**src/verilog/codec_cfg_map.svh**
```systemverilog
`ifndef CODEC_CFG_MAP_SVH
`define CODEC_CFG_MAP_SVH

// register offsets (page 0)
`define OFS_PAGE_SELECT        7'h00
`define OFS_PLL_FRACTION_HIGH  7'h05
`define OFS_PLL_FRACTION_LOW   7'h06
`define OFS_DATAPATH_SETUP     7'h07
`define OFS_SERIAL_PORT_CTRL_A 7'h08

// reset values
`define RST_PAGE_SELECT        1'b0
`define RST_PLL_FRACTION_HIGH  8'h00
`define RST_PLL_FRACTION_LOW   8'h00
`define RST_DATAPATH_SETUP     8'h00
`define RST_SERIAL_PORT_CTRL_A 8'h00

// writable bit masks
`define WMASK_FULL             8'hff
`define WMASK_FRACTION_LOW     8'hfc

// fraction layout
`define FRAC_LOW_MSB           7
`define FRAC_LOW_LSB           2
`define FRAC_WIDTH             14

// datapath setup fields
`define DP_FSREF_BIT           7
`define DP_ADC_DUAL_BIT        6
`define DP_DAC_DUAL_BIT        5
`define DP_LEFT_MSB            4
`define DP_LEFT_LSB            3
`define DP_RIGHT_MSB           2
`define DP_RIGHT_LSB           1

// serial port control a fields
`define SP_BCLK_MASTER_BIT     7
`define SP_WCLK_MASTER_BIT     6
`define SP_DOUT_TRISTATE_BIT   5
`define SP_CLK_KEEP_BIT        4
`define SP_EFFECT_3D_BIT       2

`endif

```
**src/verilog/codec_cfg_pkg.sv**
```systemverilog
package codec_cfg_pkg;

  typedef struct packed {
    logic       wr;
    logic       rd;
    logic [6:0] addr;
    logic [7:0] wdata;
  } reg_req_s;

  typedef struct packed {
    logic       fsref_44k1;
    logic       adc_dual_rate;
    logic       dac_dual_rate;
    logic [1:0] left_route;
    logic [1:0] right_route;
  } datapath_s;

  typedef struct packed {
    logic bclk_oe;
    logic wclk_oe;
    logic general_pin_one_oe;
    logic dout_oe;
    logic effect_3d_en;
  } serial_ctrl_s;

  typedef struct packed {
    logic                page;
    logic [7:0]          rdata;
    logic [13:0]         fraction;
    datapath_s           datapath;
    serial_ctrl_s        serial;
  } cfg_state_s;

endpackage

```
**src/verilog/cfg_byte.sv**
```systemverilog
`timescale 1ns/1ps
module cfg_byte import codec_cfg_pkg::*; #(
  parameter logic [7:0] RESET_VAL = 8'h00,
  parameter logic [7:0] WMASK     = 8'hff
) (
  input  wire logic       core_clk,
  input  wire logic       reset,
  input  wire logic       ce,
  input  wire logic       wr_en,
  input  wire logic [7:0] wdata,
  output logic      [7:0] q
);

  logic [7:0] next_q;

  // masked bits keep reset value, so read-only bits never move
  always_comb begin
    next_q = q;
    if (ce && wr_en) begin
      next_q = (q & ~WMASK) | (wdata & WMASK);
    end
  end

  always_ff @(posedge core_clk or posedge reset) begin
    if (reset) begin
      q <= RESET_VAL;
    end else begin
      q <= next_q;
    end
  end

endmodule

```
**src/verilog/codec_pll_datapath_config.sv**
```systemverilog
`timescale 1ns/1ps
`include "codec_cfg_map.svh"
module codec_pll_datapath_config import codec_cfg_pkg::*; (
  input  wire logic          core_clk,
  input  wire logic          reset,
  input  wire logic          ce,
  input  wire reg_req_s      req,
  input  wire logic          codec_powered_down,
  input  wire logic          dout_valid,
  input  wire logic          general_pin_one_is_frame_clk,
  output logic      [7:0]    reg_rdata,
  output logic      [13:0]   pll_fraction,
  output datapath_s          datapath,
  output serial_ctrl_s       serial
);

  cfg_state_s state;
  cfg_state_s next_state;
  logic [7:0] frac_high;
  logic [7:0] frac_low;
  logic [7:0] dp_setup;
  logic [7:0] sp_ctrl;
  logic       page0;
  logic       wr_high;
  logic       wr_low;
  logic       wr_dp;
  logic       wr_sp;
  logic       clocks_run;

  ////////////////////////////////////////////////////////////////////////////
  // write decode

  assign page0   = (state.page == 1'b0);
  assign wr_high = req.wr && page0 && (req.addr == `OFS_PLL_FRACTION_HIGH);
  assign wr_low  = req.wr && page0 && (req.addr == `OFS_PLL_FRACTION_LOW);
  assign wr_dp   = req.wr && page0 && (req.addr == `OFS_DATAPATH_SETUP);
  assign wr_sp   = req.wr && page0 && (req.addr == `OFS_SERIAL_PORT_CTRL_A);

  cfg_byte #(
    .RESET_VAL (`RST_PLL_FRACTION_HIGH),
    .WMASK     (`WMASK_FULL)
  ) u_frac_high (
    .core_clk (core_clk),
    .reset    (reset),
    .ce       (ce),
    .wr_en    (wr_high),
    .wdata    (req.wdata),
    .q        (frac_high)
  );

  cfg_byte #(
    .RESET_VAL (`RST_PLL_FRACTION_LOW),
    .WMASK     (`WMASK_FRACTION_LOW)
  ) u_frac_low (
    .core_clk (core_clk),
    .reset    (reset),
    .ce       (ce),
    .wr_en    (wr_low),
    .wdata    (req.wdata),
    .q        (frac_low)
  );

  cfg_byte #(
    .RESET_VAL (`RST_DATAPATH_SETUP),
    .WMASK     (`WMASK_FULL)
  ) u_dp_setup (
    .core_clk (core_clk),
    .reset    (reset),
    .ce       (ce),
    .wr_en    (wr_dp),
    .wdata    (req.wdata),
    .q        (dp_setup)
  );

  // reserved bit 3 is stored as written, the host is trusted to leave it
  cfg_byte #(
    .RESET_VAL (`RST_SERIAL_PORT_CTRL_A),
    .WMASK     (`WMASK_FULL)
  ) u_sp_ctrl (
    .core_clk (core_clk),
    .reset    (reset),
    .ce       (ce),
    .wr_en    (wr_sp),
    .wdata    (req.wdata),
    .q        (sp_ctrl)
  );

  ////////////////////////////////////////////////////////////////////////////
  // next state

  // master clocks stop on power down unless told to keep running
  assign clocks_run = !codec_powered_down || sp_ctrl[`SP_CLK_KEEP_BIT];

  always_comb begin
    next_state = state;
    if (ce) begin
      // page register answers on both pages, otherwise page 0 could never be selected again from page 1
      if (req.wr && (req.addr == `OFS_PAGE_SELECT)) begin
        next_state.page = req.wdata[0];
      end
      // new fraction takes effect only on the low write, never half updated
      if (wr_low) begin
        next_state.fraction = {frac_high,
                               req.wdata[`FRAC_LOW_MSB:`FRAC_LOW_LSB]};
      end
      if (req.rd) begin
        if (req.addr == `OFS_PAGE_SELECT) begin
          next_state.rdata = {7'h00, state.page};
        end else if (!page0) begin
          next_state.rdata = 8'h00;
        end else begin
          case (req.addr)
            `OFS_PLL_FRACTION_HIGH:  next_state.rdata = frac_high;
            `OFS_PLL_FRACTION_LOW:   next_state.rdata = frac_low;
            `OFS_DATAPATH_SETUP:     next_state.rdata = dp_setup;
            `OFS_SERIAL_PORT_CTRL_A: next_state.rdata = sp_ctrl;
            default:                 next_state.rdata = 8'h00;
          endcase
        end
      end
      next_state.datapath.fsref_44k1    = dp_setup[`DP_FSREF_BIT];
      next_state.datapath.adc_dual_rate = dp_setup[`DP_ADC_DUAL_BIT];
      next_state.datapath.dac_dual_rate = dp_setup[`DP_DAC_DUAL_BIT];
      next_state.datapath.left_route    = dp_setup[`DP_LEFT_MSB:`DP_LEFT_LSB];
      next_state.datapath.right_route   = dp_setup[`DP_RIGHT_MSB:`DP_RIGHT_LSB];
      next_state.serial.bclk_oe = sp_ctrl[`SP_BCLK_MASTER_BIT] && clocks_run;
      next_state.serial.wclk_oe = sp_ctrl[`SP_WCLK_MASTER_BIT] && clocks_run;
      next_state.serial.general_pin_one_oe = sp_ctrl[`SP_WCLK_MASTER_BIT]
                                             && clocks_run
                                             && general_pin_one_is_frame_clk;
      next_state.serial.dout_oe = !sp_ctrl[`SP_DOUT_TRISTATE_BIT]
                                  || dout_valid;
      next_state.serial.effect_3d_en = sp_ctrl[`SP_EFFECT_3D_BIT];
    end
  end

  always_ff @(posedge core_clk or posedge reset) begin
    if (reset) begin
      state <= '0;
    end else begin
      state <= next_state;
    end
  end

  assign reg_rdata    = state.rdata;
  assign pll_fraction = state.fraction;
  assign datapath     = state.datapath;
  assign serial       = state.serial;
endmodule
```
**config.mk**
```make
export PLATFORM = sky130hd
export DESIGN_NAME = codec_pll_datapath_config
export DESIGN_NICKNAME = d
export VERILOG_FILES = /design/src/verilog/codec_cfg_pkg.sv /design/src/verilog/cfg_byte.sv /design/src/verilog/codec_pll_datapath_config.sv
export VERILOG_INCLUDE_DIRS = /design/src /design/src/verilog
export SDC_FILE = /design/constraint.sdc
export NUM_CORES = 1
export LEC_CHECK = 0
export BUFFER_PORTS_ARGS = -buffer_cell sky130_fd_sc_hd__buf_2
export CAP_MARGIN = 20
export CORE_UTILIZATION = 50
export DETAILED_ROUTE_END_ITERATION = 7
export GPL_TIMING_DRIVEN = 0
export PLACE_DENSITY_LB_ADDON = 0.05
export SLEW_MARGIN = 15
export SYNTH_ARGS = -nofsm -noshare
export SYNTH_HDL_FRONTEND = slang
export SYNTH_SLANG_ARGS = --single-unit
```
**constraint.sdc**
```tcl
create_clock -name core_clk -period 1.7 [get_ports core_clk]
set_input_delay 0.34 -clock core_clk [delete_from_list [all_inputs] [get_ports core_clk]]
set_output_delay 0.34 -clock core_clk [all_outputs]
set_load 0.005 [all_outputs]
```
# Word level (Yosys, flattened, before mapping)
# Cells that the tools add are included.
# word_totals
in_bits	23
register_bits	67
# classes
eq_ne	4
mux	3
n_reduce_logical	21
n_bitwise	2
# op_table
cell	n
case mux 8 bit (4 select lines)	1
== test 7 x 3 -> 1 bit (second input constant)	3
2-to-1 mux 8 bit	2
logical AND 1 bit	13
bitwise OR 2 x 8 -> 8 bit	1
== test 7 x 4 -> 1 bit (second input constant)	1
zero test 7 bit	1
AND reduction 2 bit	3
zero test 1 bit	2
logical OR 1 bit	2
NOT 1 bit	1

# Logic depth before layout (Yosys ltp)
# depth
word_depth	4
depth_mapped	7
mapped_depth_nobuf	4

# By module
# A second synthesis with hierarchy kept.
# unflattened
hier_cells	245
hier_area_um2	3190.6
# by_module_without_submodules
mod	area_each_um2	seq_area_each_um2	n_inst	cells_per_inst
codec_pll_datapath_config	2015.7	875.8	1	174
cfg_byte at u_dp_setup ...	300.3	200.2	3	18
cfg_byte at u_frac_low	274.0	150.1	1	17

# Least setup slack after synthesis
# Ideal clock, no wire load.
# synth_path
kind	input to register
startpoint	input port ce
endpoint	register state (netlist bit pll_fraction[5])
setup_slack_ps	101
cell_stages	7
t_arrival_ps	1473
setup_ps	125
path_cell_list	buf_4 > nand2_1 > nor2_2 > and3_1 > buf_6 > buf_12 > mux2_4
# synth_via
elab_chain_cells	1
# synth_rtl
element	line	source
from (decl)	codec_pll_datapath_config.sv:6	input wire logic ce,
AND reduction 2 bit (no line)	--	
to (signal assigned)	codec_pll_datapath_config.sv:141	state <= next_state;
to (decl)	codec_pll_datapath_config.sv:17	cfg_state_s state;
# Every way passes these cells.
# A chain may end at the register's enable or synchronous reset.

# Worst setup path after layout
# layout_path
startpoint	register state[34] (netlist name)
endpoint	register state (netlist bit pll_fraction[8])
# layout_via
elab_chain_cells	4
# layout_rtl
element	line	source
NOT 1 bit	codec_pll_datapath_config.sv:33	assign page0 = (state.page == 1'b0);
logical AND 1 bit (2 in series)	codec_pll_datapath_config.sv:35	assign wr_low = req.wr && page0 && (req.addr == `OFS_PLL_FRACTION_LOW);
AND reduction 2 bit (no line)	--	
# Every way passes these cells.

==> summary.log <==
[worst_hold_path] path category of the worst min-delay check in2reg
[yosys] net count after synthesis 245
[worst_setup_path] startpoint type of the worst setup path flip-flop
[drt] Avg Vias per Cell 5.25
[sta] Setup TNS Final 0 ns
[drt] post-detailed-routing wire length 6000 microns
[placed_design] final weighted congestion of routability-driven global placement 0.718
[drt] drt wl/cell 16.3 microns
[power_and_ir_drop] power per cell area 847 nW/um^2
[worst_setup_path] maximum fanout count along the critical path 10
[die] overall die height 78.6 microns
[cts] buffer depth of the longest clock path 2
[cts] register clock-pin slew on the reported worst setup and hold paths 0.07 ns
[sta] final-layout worst hold slack 0.214 ns
[placed_design] instance area after placement 3350 sq um
[worst_hold_path] source of the worst hold timing path dout_valid
[cells_and_area] fin nets 314
[yosys] most area-consuming cells after synthesis dfrtp_1 50%, mux2_2 13%, mux2_4 9.7%
[power_and_ir_drop] peak supply drop 0.574 mV
[yosys] Synth Instances 222
[sta] total count of max-transition violations in the final report 0
[global_route] via count of the first global-routing pass 1,866
[sta] Clock Skews 0.00667 ns
[power_and_ir_drop] combinational fraction of design power 9.0%
[yosys] Netlist cell types 41
[die] Core Region 5570 sq um
[worst_setup_path] capturing element type of the critical path flip-flop
[yosys] flop and latch count out of synthesis 59
[die] overall die area 6180 sq um
[global_route] global route overflow 0
[cells_and_area] number of inserted diodes 0
[die] I/O pins 57
[power_and_ir_drop] net switching component of the power 0.696 mW
[global_route] Overall Global Routing Usage 20.9%
[power_and_ir_drop] leak pwr 1.88 nW
[yosys] Yosys top cell area share 50.3%
[power_and_ir_drop] cell-internal power 2.31 mW
[worst_setup_path] buffers and inverters on the worst path 2
[cts] deepest level of the CTS H-tree 3
[placed_design] pre-CTS WS -0.160 ns
[worst_setup_path] kind of cell with the highest combined delay on the critical path flip-flops
[yosys] total number of yosys warnings 0
[sta] unrepaired setup endpoints after global routing no
[worst_setup_path] capture point of the worst reg-to-reg path pll_fraction[8]$_DFFE_PP0P_
[drt] ANT nets after route 0
[power_and_ir_drop] fraction of power spent switching nets 23.1%
[power_and_ir_drop] overall power after layout 3.01 mW
[yosys] number of flops mapped to enable cells by yosys 0
[yosys] area of the mapped netlist 2940 sq um
[cells_and_area] area growth from synthesis to layout 21.1%
[sta] Final Setup Violations 0
[worst_setup_path] data required time of the critical path 1.91 ns
[cells_and_area] flip-flop and latch area 1480 sq um
[placed_design] cell count after placement 351
[yosys] most common cell in the netlist dfrtp_1
[cells_and_area] layout cells sized above 1 58.1%
[cells_and_area] number of fill cells in the layout 467
[sta] least setup slack across all paths after layout 0.134 ns
[worst_setup_path] reg2reg path depth 5
[global_route] wire length of the first global-routing pass 9430 microns
[die] die outline width 78.6 microns
[global_route] GR met2 Demand/Resource 33.3%
[cells_and_area] final cell count without fillers 368
[power_and_ir_drop] clock network fraction of design power 41.5%
[worst_setup_path] worst r2r src state[34]$_DFFE_PP0P_
[yosys] post-synth top area cell dfrtp_1
[cts] total clock sinks 59
[yosys] Async S/R FF share, synth 100%
[cts] Post-CTS Setup Repair Bufs 0
[sta] fin crit share 92.1%
[yosys] Primary FF master, synth dfrtp_1
[worst_setup_path] Worst Path Arrival 1.78 ns
[outcome] run status complete, no violations
[drt] starting DRC count in detailed routing 127
[die] Initial Utilization 52.7%
[power_and_ir_drop] sequential share of power 49.5%
[cts] root buffer cell clkbuf_8
[global_route] Top Usage Layer GRT met2
[placed_design] number of I/O port buffers 55
[die] standard-cell row count 27
[run] maximum capacitance violations 0
[cts] Clk Latency, worst-skew pair 0.33 ns
[worst_hold_path] end point of the worst hold path serial[1]$_DFFE_PP0P_
[yosys] most frequent cells after synthesis 59 x dfrtp_1, 35 x buf_4, 34 x mux2_2
[sta] clock period minus worst slack 1.57 ns
[drt] number of optimization iterations in the first detailed-route pass 4
[worst_setup_path] peak per-stage delay on the critical path 0.46 ns
[drt] Via Count 1,933
[placed_design] placed wire-length estimate 4140 microns
[cells_and_area] area occupied by multi-input gates 1130 sq um
[worst_setup_path] Crit Path Class reg2reg
[cells_and_area] post-route cell area 3560 sq um
[global_route] antenna violations before repair 0
[cts] TritonCTS clock tree yes
[worst_hold_path] Hold Path Depth 2
[yosys] share of the yosys chip area belonging to registers 50.3%
[cts] cts bufs inserted 9
[sta] Slew @ Worst Pin 0.640 ns
[drt] number of remaining DRC errors 0
[global_route] GR met1 Demand/Resource 27.7%
[sta] Relative slew margins 57.0%
[sta] Final Hold Viols 0
[sta] highest clock frequency the design can meet 639 MHz
[cells_and_area] final core utilization 63.8%
[yosys] Mean Syn Cell Area 13.2 sq um
[global_route] grt met3 use 3.84%
[global_route] pin count of the biggest net entering global routing 27
[worst_setup_path] CP max stage cell dfrtp_1
[worst_setup_path] slack of the worst reg-to-reg path 0.13 ns
[worst_setup_path] critical-path cell list nor2_4 > and3_1 > buf_6 > buf_12 > mux2_4
routing by layer:
metal	part of all wire (%)	routed length (microns)	vias to the layer above
met2	48	2890	63
li1	-	-	901
met3	5.1	303	8
met4	1.5	88	0
met5	0	0	-
met1	45	2710	961
how the worst max path moves through the flow:
stage	from	to	slack, ns	cells past startpoint
4_1_cts	state[34]$_DFFE_PP0P_	u_frac_low.q[2]$_DFFE_PP0P_	0.03	5
3_3_place_gp	req[13]	reg_rdata[5]$_DFFE_PP0P_	-0.12	5
2_1_floorplan	ce	pll_fraction[5]$_DFFE_PP0P_	0.10	7
5_1_grt	state[34]$_DFFE_PP0P_	pll_fraction[5]$_DFFE_PP0P_	0.07	5
6_report	state[34]$_DFFE_PP0P_	pll_fraction[8]$_DFFE_PP0P_	0.13	5
3_5_place_dp	req[13]	reg_rdata[7]$_DFFE_PP0P_	-0.16	5
power by group through the flow:
stage	registers (mW)	logic (mW)	clock network (mW)
6_report	1.49	0.272	1.25
5_1_grt	1.49	0.297	1.33
4_1_cts	1.49	0.276	1.27
3_5_place_dp	1.51	0.273	0
3_3_place_gp	1.51	0.255	0
2_1_floorplan	1.50	0.164	0
layout make-up:
type,instances,area share (%)
Sequential cell,59,41.5
Multi-Input combinational cell,117,31.7
Timing Repair Buffer,58,9.36
Buffer,41,8.94
Clock buffer,14,4.29
Tap cell,72,2.53
Clock inverter,2,0.985
Inverter,5,0.633
flip-flops by register name, indices dropped and copies added (netlist names):
signal and flops:
u_dp_setup.q 8, pll_fraction 9, u_frac_low.q 5, serial 5
u_sp_ctrl.q 8, u_frac_high.q 8, datapath 7, state 1
reg_rdata 8
layout by cell type (no fill, tap or decap), drive strengths merged, types with 2 or more instances in the layout:
master  count
buf        96
dfrtp      59
mux2       53
clkbuf     16
o21ai      11
a22oi      10
nand2       9
nor2        5
inv         4
nand3       4
nor3        3
a21oi       2
nor3b       2
nor4        2
nand4       2
kinds of logic after synthesis:
| kind of cell | Yosys count | synth area share (%) |
|---|---|---|
| AND/OR/NAND/NOR | 35 | 8.91 |
| buffers and inverters | 46 | 11.5 |
| AO/OA/AOI/OAI | 28 | 6.26 |
| flip-flops | 59 | 50.3 |
| multiplexers | 54 | 23.1 |
timing repair:
item                                   4_1_cts  5_1_grt
hold buffers                                 1        0
resized for setup                            0        1
endpoints found under the hold margin       12        0
setup endpoints to repair                    0       10
No activity file was read; power rests on OpenSTA's default activity.
